`src/sarp_consts.svh`:
```
// Constants for the converter bus port: timing counts and widths.
// Assumes inclusion by bare name from the package and the top module.
`ifndef SARP_CONSTS_SVH
`define SARP_CONSTS_SVH
// Core clock period in ns
`define SARP_CLK_PERIOD_NS 5
// Converter oscillator period in ns (500 kHz)
`define SARP_OSC_PERIOD_NS 2000
// Core cycles per oscillator period
`define SARP_OSC_DIV (`SARP_OSC_PERIOD_NS / `SARP_CLK_PERIOD_NS)
// Oscillator cycles per conversion
`define SARP_CONV_CYCLES 20
// Closing cycles spent on auto-zero and reset
`define SARP_AZ_CYCLES 3
// Result width in bits
`define SARP_RES_BITS 12
// Width of the low result byte
`define SARP_LO_BITS 8
`endif

```
`src/sarp_pkg.sv`:
```
// Types shared by the converter bus port.
// Assumes sarp_consts.svh is on the include path.
`include "sarp_consts.svh"
package sarp_pkg;
  // Host control pins, kept together through the synchroniser
  typedef struct packed {
    logic cs_n;       // Chip select, active low
    logic wr_n;       // Write strobe, active low
    logic rd_n;       // Read strobe, active low
    logic byte_sel;   // Byte select
    logic bus_wide;   // Width select
  } sarp_ctl_t;
  // Conversion sequencer states
  typedef enum logic [1:0] {
    SARP_IDLE,
    SARP_ARM1,
    SARP_ARM2,
    SARP_CONV
  } sarp_state_t;
endpackage

```
`src/sarp_top.sv`:
```
// Bus port and conversion sequencer of a 12-bit converter.
// Assumes host pins and the analog code arrive asynchronous to CORE_CLK.
`timescale 1ns/1ps
`default_nettype none
`include "sarp_consts.svh"

// Function
// - Chip select low needed for start and read
// - Chip select high ignores write, read, byte select and width
// - Write low starts conversion, a write during counting restarts it
// - Narrow read, byte select low: bits 0-7
// - Narrow read, byte select high: bits 8-11, over-range
// - Narrow mode: byte select picks output byte
// - Wide mode drives both bytes together
// - Active high, bit 11 most significant
// - Done low while busy, high when complete
// - Over-range valid at end, above full scale
// - Over-range enabled only with high byte
// - Twenty oscillator cycles, then result latched
// - Last three cycles: auto-zero, clear registers
// - Done falls one to two periods after write
module sarp_top #(
  parameter int OSC_DIV     = `SARP_OSC_DIV,
  parameter int CONV_CYCLES = `SARP_CONV_CYCLES,
  parameter int AZ_CYCLES   = `SARP_AZ_CYCLES
) (
  input  wire logic        CORE_CLK,
  input  wire logic        RESET_N,
  input  wire logic        CS_N,
  input  wire logic        WR_N,
  input  wire logic        RD_N,
  input  wire logic        BYTE_SELECT,
  input  wire logic        BUS_WIDE,
  input  wire logic [12:0] ANALOG_CODE,
  output var  logic [11:0] RESULT_BITS,
  output var  logic [11:0] RESULT_BITS_OE,
  output var  logic        OVER_RANGE_FLAG,
  output var  logic        OVER_RANGE_FLAG_OE,
  output var  logic        CONV_DONE,
  output var  logic        AUTO_ZERO,
  output var  logic        OSCILLATOR_OUT
);

  // Widths of the internal counters
  localparam int DIV_W = $clog2(OSC_DIV);
  localparam int CNT_W = $clog2(CONV_CYCLES);
  // Last divider count, half-period divider count and last conversion cycle
  localparam logic [DIV_W-1:0] DIV_LAST = DIV_W'(OSC_DIV - 1);
  localparam logic [DIV_W-1:0] DIV_HALF = DIV_W'(OSC_DIV / 2);
  localparam logic [CNT_W-1:0] CNT_LAST = CNT_W'(CONV_CYCLES - 1);
  // Cycle at whose end the accumulated code is complete
  localparam logic [CNT_W-1:0] CNT_ACC  = CNT_W'(CONV_CYCLES - AZ_CYCLES - 1);
  // Bound for done to fall after a start, in core cycles
  localparam int DONE_FALL_MAX = 2 * OSC_DIV + 3;

  // Refuse settings the sequencer cannot serve
  initial begin
    if (OSC_DIV < 4 || CONV_CYCLES < AZ_CYCLES + 2 || AZ_CYCLES < 1) begin
      $error("sarp_top: unusable divider or cycle counts");
    end
  end

  // Reset release chain
  logic rst_s1;    // First stage
  logic rst_n;     // Released reset used inside

  // Reset released through two flip-flops
  always_ff @(posedge CORE_CLK or negedge RESET_N) begin
    if (!RESET_N) begin
      rst_s1 <= 1'b0;
      rst_n  <= 1'b0;
    end else begin
      rst_s1 <= 1'b1;
      rst_n  <= rst_s1;
    end
  end

  // Pin synchronisers
  sarp_pkg::sarp_ctl_t ctl_s1;   // First stage, read only by ctl_s2
  sarp_pkg::sarp_ctl_t ctl_s2;   // Usable control pins
  sarp_pkg::sarp_ctl_t pin_ctl;  // Raw pins gathered
  logic [12:0]         code_s1;  // First stage of analog code
  logic [12:0]         code_s2;  // Usable analog code

  // Gather raw pins into one carrier
  always_comb begin
    pin_ctl.cs_n     = CS_N;
    pin_ctl.wr_n     = WR_N;
    pin_ctl.rd_n     = RD_N;
    pin_ctl.byte_sel = BYTE_SELECT;
    pin_ctl.bus_wide = BUS_WIDE;
  end

  // Two flip-flops on every pin; idle level is deselected
  always_ff @(posedge CORE_CLK or negedge rst_n) begin
    if (!rst_n) begin
      ctl_s1  <= '1;
      ctl_s2  <= '1;
      code_s1 <= 13'h0000;
      code_s2 <= 13'h0000;
    end else begin
      ctl_s1  <= pin_ctl;
      ctl_s2  <= ctl_s1;
      code_s1 <= ANALOG_CODE;
      code_s2 <= code_s1;
    end
  end

  // Command decode
  logic selected;   // Chip selected
  logic start_req;  // Start level
  logic read_act;   // Read in progress

  // Nothing acts unless selected
  always_comb begin
    selected  = !ctl_s2.cs_n;
    start_req = selected && !ctl_s2.wr_n;
    read_act  = selected && !ctl_s2.rd_n;
  end

  // Oscillator divider
  logic [DIV_W-1:0] div_cnt;       // Divider count
  logic [DIV_W-1:0] next_div_cnt;  // Next divider count
  logic             osc_tick;      // One oscillator period ends
  logic             next_osc_out;  // Next oscillator level

  // Divider wraps every oscillator period
  always_comb begin
    osc_tick     = (div_cnt == DIV_LAST);
    next_div_cnt = osc_tick ? '0 : div_cnt + 1'b1;
    next_osc_out = (next_div_cnt < DIV_HALF);
  end

  // Divider registers
  always_ff @(posedge CORE_CLK or negedge rst_n) begin
    if (!rst_n) begin
      div_cnt        <= '0;
      OSCILLATOR_OUT <= 1'b0;
    end else begin
      div_cnt        <= next_div_cnt;
      OSCILLATOR_OUT <= next_osc_out;
    end
  end

  // Conversion sequencer
  sarp_pkg::sarp_state_t state;       // Current state
  sarp_pkg::sarp_state_t next_state;  // Next state
  logic [CNT_W-1:0]      cnt;         // Oscillator cycle of conversion
  logic [CNT_W-1:0]      next_cnt;    // Next cycle count
  logic [12:0]           acc;         // Accumulated code
  logic [12:0]           next_acc;    // Next accumulated code
  logic [11:0]           result;      // Latched result
  logic [11:0]           next_result; // Next latched result
  logic                  over_range_flag;         // Latched over-range
  logic                  next_ovr;    // Next over-range
  logic                  done;        // Conversion complete
  logic                  next_done;   // Next complete flag

  // Start, count, accumulate, auto-zero, latch
  always_comb begin
    next_state  = state;
    next_cnt    = cnt;
    next_acc    = acc;
    next_result = result;
    next_ovr    = over_range_flag;
    next_done   = done;
    case (state)
      // Wait for a start
      sarp_pkg::SARP_IDLE: begin
        if (start_req) begin
          next_state = sarp_pkg::SARP_ARM1;
        end
      end
      // First oscillator edge after start
      sarp_pkg::SARP_ARM1: begin
        if (osc_tick) begin
          next_state = sarp_pkg::SARP_ARM2;
        end
      end
      // Second edge: busy shows, conversion begins
      sarp_pkg::SARP_ARM2: begin
        if (osc_tick) begin
          next_state = sarp_pkg::SARP_CONV;
          next_cnt   = '0;
          next_done  = 1'b0;
        end
      end
      // Counting oscillator cycles
      sarp_pkg::SARP_CONV: begin
        if (osc_tick) begin
          if (start_req) begin
            next_cnt = '0;
            next_acc = 13'h0000;
          end else if (cnt == CNT_LAST) begin
            next_state  = sarp_pkg::SARP_IDLE;
            next_result = acc[11:0];
            next_ovr    = acc[12];
            next_acc    = 13'h0000;
            next_done   = 1'b1;
          end else begin
            if (cnt == CNT_ACC) begin
              next_acc = code_s2;
            end
            next_cnt = cnt + 1'b1;
          end
        end
      end
      default: begin
        next_state = sarp_pkg::SARP_IDLE;
      end
    endcase
  end

  // Sequencer registers; done starts high, nothing pending
  always_ff @(posedge CORE_CLK or negedge rst_n) begin
    if (!rst_n) begin
      state  <= sarp_pkg::SARP_IDLE;
      cnt    <= '0;
      acc    <= 13'h0000;
      result <= 12'h0000;
      over_range_flag    <= 1'b0;
      done   <= 1'b1;
    end else begin
      state  <= next_state;
      cnt    <= next_cnt;
      acc    <= next_acc;
      result <= next_result;
      over_range_flag    <= next_ovr;
      done   <= next_done;
    end
  end

  // Auto-zero in the closing cycles
  always_comb begin
    AUTO_ZERO = (state == sarp_pkg::SARP_CONV) && (cnt > CNT_ACC);
    CONV_DONE = done;
    RESULT_BITS     = result;
    OVER_RANGE_FLAG = over_range_flag;
  end

  // Output enables
  logic lo_oe;       // Low byte enabled
  logic hi_oe;       // High byte and over-range enabled
  logic next_lo_oe;  // Next low enable
  logic next_hi_oe;  // Next high enable

  // Byte steering from select and width
  always_comb begin
    next_lo_oe = read_act && (ctl_s2.bus_wide || !ctl_s2.byte_sel);
    next_hi_oe = read_act && (ctl_s2.bus_wide || ctl_s2.byte_sel);
  end

  // Enable registers, released off the bus
  always_ff @(posedge CORE_CLK or negedge rst_n) begin
    if (!rst_n) begin
      lo_oe <= 1'b0;
      hi_oe <= 1'b0;
    end else begin
      lo_oe <= next_lo_oe;
      hi_oe <= next_hi_oe;
    end
  end

  // Enables spread over the pins
  always_comb begin
    RESULT_BITS_OE     = {{(12 - `SARP_LO_BITS){hi_oe}}, {`SARP_LO_BITS{lo_oe}}};
    OVER_RANGE_FLAG_OE = hi_oe;
  end

  // Checks
  chk_idle_outputs_off: assert property (@(posedge CORE_CLK) disable iff (!rst_n)
    !read_act |=> (RESULT_BITS_OE == 12'h000) && !OVER_RANGE_FLAG_OE)
    else $error("outputs driven without a read");

  chk_low_byte_only: assert property (@(posedge CORE_CLK) disable iff (!rst_n)
    read_act && !ctl_s2.bus_wide && !ctl_s2.byte_sel |=> (RESULT_BITS_OE == 12'h0FF))
    else $error("low byte read wrong enables");

  chk_high_byte_only: assert property (@(posedge CORE_CLK) disable iff (!rst_n)
    read_act && !ctl_s2.bus_wide && ctl_s2.byte_sel |=> (RESULT_BITS_OE == 12'hF00) && OVER_RANGE_FLAG_OE)
    else $error("high byte read wrong enables");

  chk_wide_read_all: assert property (@(posedge CORE_CLK) disable iff (!rst_n)
    read_act && ctl_s2.bus_wide |=> (RESULT_BITS_OE == 12'hFFF) && OVER_RANGE_FLAG_OE)
    else $error("wide read not all bytes");

  chk_ovr_with_high: assert property (@(posedge CORE_CLK) disable iff (!rst_n)
    OVER_RANGE_FLAG_OE == RESULT_BITS_OE[11])
    else $error("over-range enable apart from high byte");

  chk_done_falls: assert property (@(posedge CORE_CLK) disable iff (!rst_n)
    (state == sarp_pkg::SARP_IDLE) && start_req && done |-> ##[OSC_DIV:DONE_FALL_MAX] !CONV_DONE)
    else $error("done did not fall after start");

  chk_latch_at_end: assert property (@(posedge CORE_CLK) disable iff (!rst_n)
    (state == sarp_pkg::SARP_CONV) && osc_tick && (cnt == CNT_LAST) && !start_req
    |=> CONV_DONE && ({OVER_RANGE_FLAG, RESULT_BITS} == $past(acc)) && (acc == 13'h0000))
    else $error("result not latched at final cycle");

  chk_result_stable: assert property (@(posedge CORE_CLK) disable iff (!rst_n)
    !CONV_DONE |-> $stable(RESULT_BITS) && $stable(OVER_RANGE_FLAG))
    else $error("result changed while busy");

endmodule
`default_nettype wire

```
`config.mk`:
```
export PLATFORM = sky130hd
export DESIGN_NAME = sarp_top
export DESIGN_NICKNAME = d
export VERILOG_FILES = /design/src/sarp_pkg.sv /design/src/sarp_top.sv
export VERILOG_INCLUDE_DIRS = /design/src
export SDC_FILE = /design/constraint.sdc
export NUM_CORES = 1
export LEC_CHECK = 0
export ABC_AREA = 1
export BUFFER_PORTS_ARGS = -buffer_cell sky130_fd_sc_hd__buf_4
export CAP_MARGIN = 5
export CORE_UTILIZATION = 35
export DETAILED_ROUTE_END_ITERATION = 7
export MAX_ROUTING_LAYER = met4
export PLACE_DENSITY = 0.56
export SLEW_MARGIN = 5
export SYNTH_ARGS = -nofsm -noshare
export SYNTH_HDL_FRONTEND = slang
export SYNTH_SLANG_ARGS = --single-unit
```
`constraint.sdc`:
```
create_clock -name CORE_CLK -period 4.4 [get_ports CORE_CLK]
set_input_delay 0.66 -clock CORE_CLK [delete_from_list [all_inputs] [get_ports CORE_CLK]]
set_output_delay 0.66 -clock CORE_CLK [all_outputs]
set_load 0.01 [all_outputs]
```
-- Yosys cells after proc, flatten, opt, wreduce, memory -nomap -nowiden
Cells that the tools add are included.
- bits of input ports: 20
- word-level logic and storage cells: 82
- output and inout port bits: 29
- flip-flop bits (word level): 84
- add/subtract/negate cells: 2
- $lt $le $gt $ge: 2
- equality and inequality tests: 13
- muxes and demuxes: 21
- reduce and logical (&&, ||, !) cells: 19
- bitwise operators: 1
- operators by type and width (cell ; count):
    13-bit two-way mux ; 3
    5-bit two-way mux ; 4
    2-bit two-way mux ; 6
    2-bit inequality test, second input constant ; 6
    5-bit == test, second input constant ; 2
    5-bit case mux with 2 select lines ; 1
    9-bit by 1-bit adder with 9-bit output, second input constant ; 1
    9-bit == test, second input constant ; 1
    9-bit by 8-bit less-than comparator with 1-bit output, second input constant ; 1
    9-bit two-way mux ; 1
    2-bit case mux with 4 select lines ; 1
    4-bit AND reduction ; 2
    6-bit AND reduction ; 1
    5-bit by 1-bit adder with 5-bit output, second input constant ; 1
    5-bit > comparator, second input constant ; 1
    1-bit logical AND ; 5
    5-bit AND reduction ; 1
    2-bit == test, second input constant ; 2
    1-bit logical NOT ; 4
    1-bit two-way mux ; 4
    3-bit inequality test, second input constant ; 1
    3-bit AND reduction ; 1
    3-bit nonzero test ; 1
    2-bit by 1-bit == test with 1-bit output, second input constant ; 1
    other kinds (5) ; 6

-- Longest topological paths before layout
Gate-level depths: netlist of run 1.
- depth after elaboration: 5
- gate-level depth with buffers: 10
- depth with buffers taken out: 9

-- Worst setup path after synthesis of run 1
No wires, ideal clock.
- kind: reg2out
- start point: register cnt[0]
- end point: output AUTO_ZERO
- stages on the path, launching flop included: 6
- slack: 2895 ps
- data required time: 3740 ps
- buffers on the path: 0
- data arrival time: 845 ps
- path through: dfrtp_1 inv_1 ha_1 inv_1 nor2_1 nor2_1
- longest elaborated chain between the ends: 2
- ends and longest elaborated chain (item ; RTL line ; text):
    start, declared ; sarp_top.sv:148 ; logic [CNT_W-1:0] cnt;
    start signal, assigned ; sarp_top.sv:225 ; cnt <= next_cnt;
    5-bit > comparator ; sarp_top.sv:235 ; AUTO_ZERO = (state == sarp_pkg::SARP_CONV) && (cnt > CNT_ACC);
    1-bit logical AND ; sarp_top.sv:235 ;
    end, declared ; sarp_top.sv:40 ; output var logic AUTO_ZERO,
No other way between the ends.

-- Worst setup path in the final report of run 1
Same ends and word-level chain as after synthesis.

==> results of run 1 <==
[cell families (layout without fill, tap and decap cells)]
family                   Yosys count  in the layout
buffers and inverters             43             89
adder cells (fa/ha/maj)            8              8
other                              1              1
flip-flops                        84             84
AO/OA/AOI/OAI                     22             22
XOR/XNOR                           3              3
AND/OR/NAND/NOR                  160            160
[critical path, delay by kind of cell, from the launching register on]
kind / cells / cell delay [ps]
buf+inv: 3 / 290
simple gates: 2 / 180
fa+ha+maj: 1 / 200
flops: 1 / 400
[flip-flops by register name (all words and copies together) (netlist names), 2 cells and up]
signal,flops
acc,13
state,2
RESULT_BITS,12
code_s1,13
cnt,5
ctl_s1,5
ctl_s2,5
div_cnt,9
code_s2,13
[per-stage QoR]
step / std cells / worst slack, ps / total power [mW]
after floorplan: 321 / 1910 / 0.938
after global placement: 480 / 2520 / 0.976
after detailed placement: 480 / 2510 / 0.982
after CTS: 496 / 2300 / 1.48
after global routing: 496 / 2210 / 1.53
final: 496 / 2330 / 1.46
[final timing paths]
kind	end	slack (ps)	cells after the start
max	AUTO_ZERO	2330	6
min	rst_n	70	1
max reg2reg	acc[1]	2520	8
min reg2reg	code_s2[9]	350	0
max in group asynchronous	state[1]	3220	0
min in group CORE_CLK	code_s2[9]	350	0
[Yosys cell counts (2+ instances only)]
cell,instances
a21oi_1,4
buf_4,14
buf_6,3
dfrtp_1,73
dfstp_2,11
ha_1,8
inv_1,22
inv_2,2
nand2_1,101
nand2_4,2
nand3_1,25
nand4_1,3
nor2_1,17
nor2_4,4
nor3_1,2
o21ai_0,5
o21ai_2,13
or2_2,2
xor2_1,3
[routing by layer]
metal / track usage (%) / vias to the layer above / share of wire (%) / routed length (um)
met4: 4.41 / 0 / 1.3 / 72
met2: 20.6 / 41 / 49 / 2800
met3: 3.62 / 8 / 3.6 / 205
met5: - / - / 0 / 0
li1: - / 1075 / - / -
met1: 16.0 / 1026 / 46 / 2590
[power groups by stage]
stage	Sequential, mW	Combinational (mW)	Clock (mW)
floorplan	0.842	0.0960	0
global placement	0.848	0.128	0
detailed placement	0.850	0.132	0
CTS	0.834	0.134	0.509
global route	0.841	0.150	0.541
finish	0.833	0.133	0.495
[final cells by class]
type                            instances  share of cell area, %
Clock inverter                          7                   1.31
Tap cell                              129                   4.13
Clock buffer                            9                   3.17
Sequential cell                        84                   54.2
Multi-Input combinational cell        194                   25.5
Inverter                               25                   2.43
Timing Repair Buffer                   48                   9.22
==> metrics.md, run 1 <==
| Metric | Value |
|---|---|
| Multi-input gate area | `996 um^2` |
| Post-Synth XOR/XNOR Area | `0.784%` |
| Final nets | `390` |
| Die area | `0.00997 mm^2` |
| Logic pwr share | `9.1%` |
| Cells resized by post-CTS repair | `0` |
| Power per cell area | `374 mW/mm^2` |
| Fraction of registers with async set/reset | `100%` |
| DRT Pass-1 Iters | `4` |
| Htree depth | `3` |
| Buffer count from post-CTS setup fixing | `0` |
| Die Y | `99.8 um` |
| Mapped cell area | `0.00335 mm^2` |
| Fin Clk Skew | `8.18 ps` |
| Seq/Total Area, Yosys | `63.1%` |
| CP endpoint kind | `output pin` |
| Synth cell types | `26` |
| Share of the synthesized area in the top cell type | `54.5%` |
| Synthesis-to-finish area growth | `16.6%` |
| First-pass GRT wire length | `9720 um` |
| Primary FF master, synth | `dfrtp_1` |
| Mux share of post-synthesis cell area | `0%` |
| Crit-path cells | `inv_1 > ha_1 > inv_1 > nor2_1 > nor2_1 > buf_4` |
| Final core occ | `42.3%` |
| DR vias | `2150` |
| TritonCTS buffer count | `9` |
| Commonest non-fill, non-tap cell in the layout | `nand2_1` |
| #FFs+latches synth | `84` |
| Core Region | `0.00924 mm^2` |
| Kind of critical path | `reg -> out` |
| Worst-path maximum fanout | `4` |
| Register Area | `0.00212 mm^2` |
| Adder-Cell Fraction of Synth Area | `2.99%` |
| # diodes | `0` |
| Worst-path clk slew | `90 ps` |
| LEAKAGE | `2.01 nW` |
| Initial Util | `36.3%` |
| Vias in the first global route | `2080` |
| Worst IR drop on VDD | `0.237 mV` |
| Worst path required time | `3740 ps` |
| Initial antenna violation count | `0` |
| Area contributors post-synth | `dfrtp_1, nand2_1, dfstp_2` |
| Pint | `1.07 mW` |
| Min-Delay Path Class | `in -> async` |
| Fill cells | `909` |
| Buffers on Ports | `48` |
| Main combinational cell family by area after synthesis | `simple AND/OR/NAND/NOR gates` |
| Hold Vio Cnt, Final | `0` |
| Via density | `4.33` |
| Fmax | `484 MHz` |
| Synthesized net count | `349` |
| Minimum hold slack | `68.1 ps` |
| DP HPWL | `3790 um` |
| Crit share post-route | `47.0%` |
| Sw Ratio | `27.1%` |
| RSZ-0062 raised after global routing | `no` |
| Slew @ Worst Pin | `1020 ps` |
| Clock period minus worst slack | `2070 ps` |
| Complex-gate fraction of the synthesized area | `4.74%` |
| Final setup violation count | `0` |
| Crit path arrival time | `1410 ps` |
| Routed length per instance | `11.4 um` |
| Critical Path Start Type | `flip-flop` |
| Clk buf depth | `2` |
| Finished Cell Area | `0.00391 mm^2` |
| DRT antenna net count | `0` |
| # IOs | `49` |
| Syn_area_per_cell | `10.4 um^2` |
| Clock power share | `33.9%` |
| Worst r2r src | `cnt[0]` |
| Crit path from | `cnt[0]` |
| Total negative setup slack | `0 ps` |
| CP peak stage delay | `400 ps` |
| Post-synth top area cell | `dfrtp_1` |
| Drt total wl | `5670 um` |
| Row cnt | `35` |
| Hold-fix buffers at CTS | `0` |
| Synth warn | `0` |
| Switch Pwr | `0.395 mW` |
| Max-cap viol count | `0` |
| CTS Sinks | `84` |
| DR iter-0 viols | `119` |
| Clock Latency Late Sink | `350 ps` |
| Cell Area, Placed | `0.00373 mm^2` |
| TritonCTS clock tree | `built` |
| Max-slew violations | `0` |
| GPL Wtd Cong | `0.794` |
| Share of cells above drive strength 1 | `28.1%` |
| Die Wd | `99.8 um` |
| Cell count after synthesis | `321` |
| Remaining Overflow, GRT | `0` |
| Worst rel slew slack | `31.8%` |
| Status | `complete, no violations` |
| Largest net degree at the start of global routing | `83` |
| # DRC | `0` |
| Highest-count cells in the layout ignoring fill and taps | `nand2_1, dfrtp_1, buf_4` |
| Simple-gate share of the synthesized area | `21.1%` |
| Tot GR Track Use | `13.0%` |
| Slowest CP cell | `dfrtp_1` |
| CTS root buf | `clkbuf_8` |
| Sequential power share | `57.0%` |
| Post-synth EDFFs | `0` |
(Power assumes the default switching activity.)
==> run 2, diff against run 1 <==
- PLACE_DENSITY: 0.56 -> 0.58
- clock period: 4.4 -> 1.9 ns (I/O delays scaled with it)
==> metrics.md, run 2 (synthesized netlist as in run 1, its figures left out) <==
| Metric | Value |
|---|---|
| CTS Sinks | `84 (unchanged)` |
| Die Y | `99.8 um (unchanged)` |
| Initial Util | `36.3% (unchanged)` |
| Final nets | `395 (+1.3%)` |
| Tot GR Track Use | `12.6% (-0.34 points)` |
| Clock power share | `39.1% (+5.2 points)` |
| Htree depth | `3 (unchanged)` |
| Largest net degree at the start of global routing | `57 (-31%)` |
| First-pass GRT wire length | `9430 um (-3.1%)` |
| Worst path required time | `1620 ps (-2120 ps)` |
| Max-cap viol count | `0 (unchanged)` |
| Critical Path Start Type | `flip-flop` |
| DR iter-0 viols | `66 (-45%)` |
| Clock Latency Late Sink | `350 ps (about the same)` |
| Logic pwr share | `9.0% (about the same)` |
| Worst-path clk slew | `90 ps (about the same)` |
| # DRC | `0 (unchanged)` |
| LEAKAGE | `2.07 nW (+2.8%)` |
| TritonCTS clock tree | `built` |
| Crit path arrival time | `1410 ps (about the same)` |
| Crit share post-route | `89.4%` |
| Final setup violation count | `0 (unchanged)` |
| Kind of critical path | `reg -> out` |
| Share of cells above drive strength 1 | `28.8% (+0.70 points)` |
| DR vias | `2136 (-0.65%)` |
| Register Area | `0.00212 mm^2 (unchanged)` |
| GPL Wtd Cong | `0.821 (+3.4%)` |
| Synthesis-to-finish area growth | `19.9%` |
| Fmax | `589 MHz` |
| Core Region | `0.00924 mm^2 (unchanged)` |
| Clk buf depth | `2 (unchanged)` |
| Remaining Overflow, GRT | `0 (unchanged)` |
| Die area | `0.00997 mm^2 (unchanged)` |
| CP endpoint kind | `output pin` |
| Largest regs | `acc (13), code_s1 (13), code_s2 (13)` |
| Multi-input gate area | `996 um^2 (unchanged)` |
| Buffers on Ports | `48 (unchanged)` |
| Routed length per instance | `10.9 um (-4.2%)` |
| DP HPWL | `3860 um (+1.9%)` |
| Minimum hold slack | `31.7 ps (-36.4 ps)` |
| Min-Delay Path Class | `in -> reg` |
| Commonest non-fill, non-tap cell in the layout | `nand2_1` |
| CTS root buf | `clkbuf_8` |
| Drt total wl | `5480 um (-3.2%)` |
| Row cnt | `35 (unchanged)` |
| Switch Pwr | `0.901 mW (+130%)` |
| Status | `complete, no violations` |
| Fin Clk Skew | `11.6 ps (+3.41 ps)` |
| Total negative setup slack | `0 ps (unchanged)` |
| # diodes | `0 (unchanged)` |
| DRT antenna net count | `0 (unchanged)` |
| Power per cell area | `916 mW/mm^2 (+150%)` |
| Max-slew violations | `0 (unchanged)` |
| Via density | `4.26 (-1.6%)` |
| Highest-count cells in the layout ignoring fill and taps | `nand2_1, dfrtp_1, buf_4` |
| Initial antenna violation count | `0 (unchanged)` |
| RSZ-0062 raised after global routing | `no` |
| DRT Pass-1 Iters | `4 (unchanged)` |
| Die Wd | `99.8 um (unchanged)` |
| Pint | `2.78 mW (+160%)` |
| Sw Ratio | `24.5% (-2.6 points)` |
| # IOs | `49 (unchanged)` |
| Fill cells | `890 (-2.1%)` |
| Vias in the first global route | `2120 (+1.9%)` |
| FF-to-FF setup slack | `200 ps (-2320 ps)` |
| Worst IR drop on VDD | `0.434 mV (+83%)` |
| Worst-path maximum fanout | `4 (unchanged)` |
| Clock period minus worst slack | `1700 ps` |
| Sequential power share | `51.9% (-5.1 points)` |
| TritonCTS buffer count | `9 (unchanged)` |
| Hold Vio Cnt, Final | `0 (unchanged)` |
## run 2: final timing paths
| path | end | startpoint | depth (start not counted) |
|---|---|---|---|
| worst min-delay path | code_s1[2] | ANALOG_CODE[2] | 1 |
| min in group asynchronous | rst_n | RESET_N | 2 |
| worst max register to register | acc[6] | div_cnt[0] | 8 |
| worst min register to register | code_s1[1] | rst_n | 0 |
| worst max-delay path | AUTO_ZERO | cnt[0] | 6 |
| max in group asynchronous | ctl_s1[3] | rst_n | 1 |
## run 2: critical path, stage by stage (launching register included)
cell and delay (ps):
dfrtp_1 410, inv_1 80, ha_1 190, inv_1 50, nor2_1 50, nor2_1 140
buf_4 150
## run 2: routing by layer
layer	up-vias	share of wire (%)	wire (um)	GRT usage [%]
li1	1084	-	-	-
met1	1004	48	2640	15.4
met2	38	47	2580	20.0
met3	10	2.7	150	2.51
met4	0	2.1	116	6.45
met5	-	0	0	-
## run 2: final cells by class
type | count | share of cell area (%)
clock buffer | 10 | 3.43
clock inverter | 6 | 2.34
tap | 129 | 4.02
inverter | 25 | 2.37
timing repair buffer | 53 | 10.3
sequential | 84 | 52.8
multi-input combinational | 194 | 24.8
## run 2: power by group through the flow
| stage | combinational [mW] | clock (mW) | sequential (mW) |
|---|---|---|---|
| finish | 0.331 | 1.44 | 1.91 |
| global route | 0.387 | 1.54 | 1.92 |
| CTS | 0.338 | 1.48 | 1.91 |
| detailed placement | 0.331 | 0 | 1.95 |
| global placement | 0.323 | 0 | 1.94 |
| floorplan | 0.222 | 0 | 1.95 |
## run 2: what timing repair did
action                                  CTS  global route
hold buffers                              1             0
setup buffers                             0             0
hold endpoints to repair                  2             0
gates resized for setup                   0             0
endpoints found under the setup margin    0             0
## run 2: stage by stage
step | utilization (%) | std cells | area [um^2] | total power [mW] | setup WS [ps]
4_1_cts | 43.5 | 501 | 4020 | 3.73 | 169
2_1_floorplan | - | 321 | 3350 | 2.17 | 418
6_report | 43.5 | 501 | 4020 | 3.68 | 202
3_3_place_gp | 40.9 | 484 | 3770 | 2.26 | 213
5_1_grt | 43.5 | 501 | 4020 | 3.85 | 14.3
3_5_place_dp | 40.9 | 484 | 3770 | 2.28 | 218
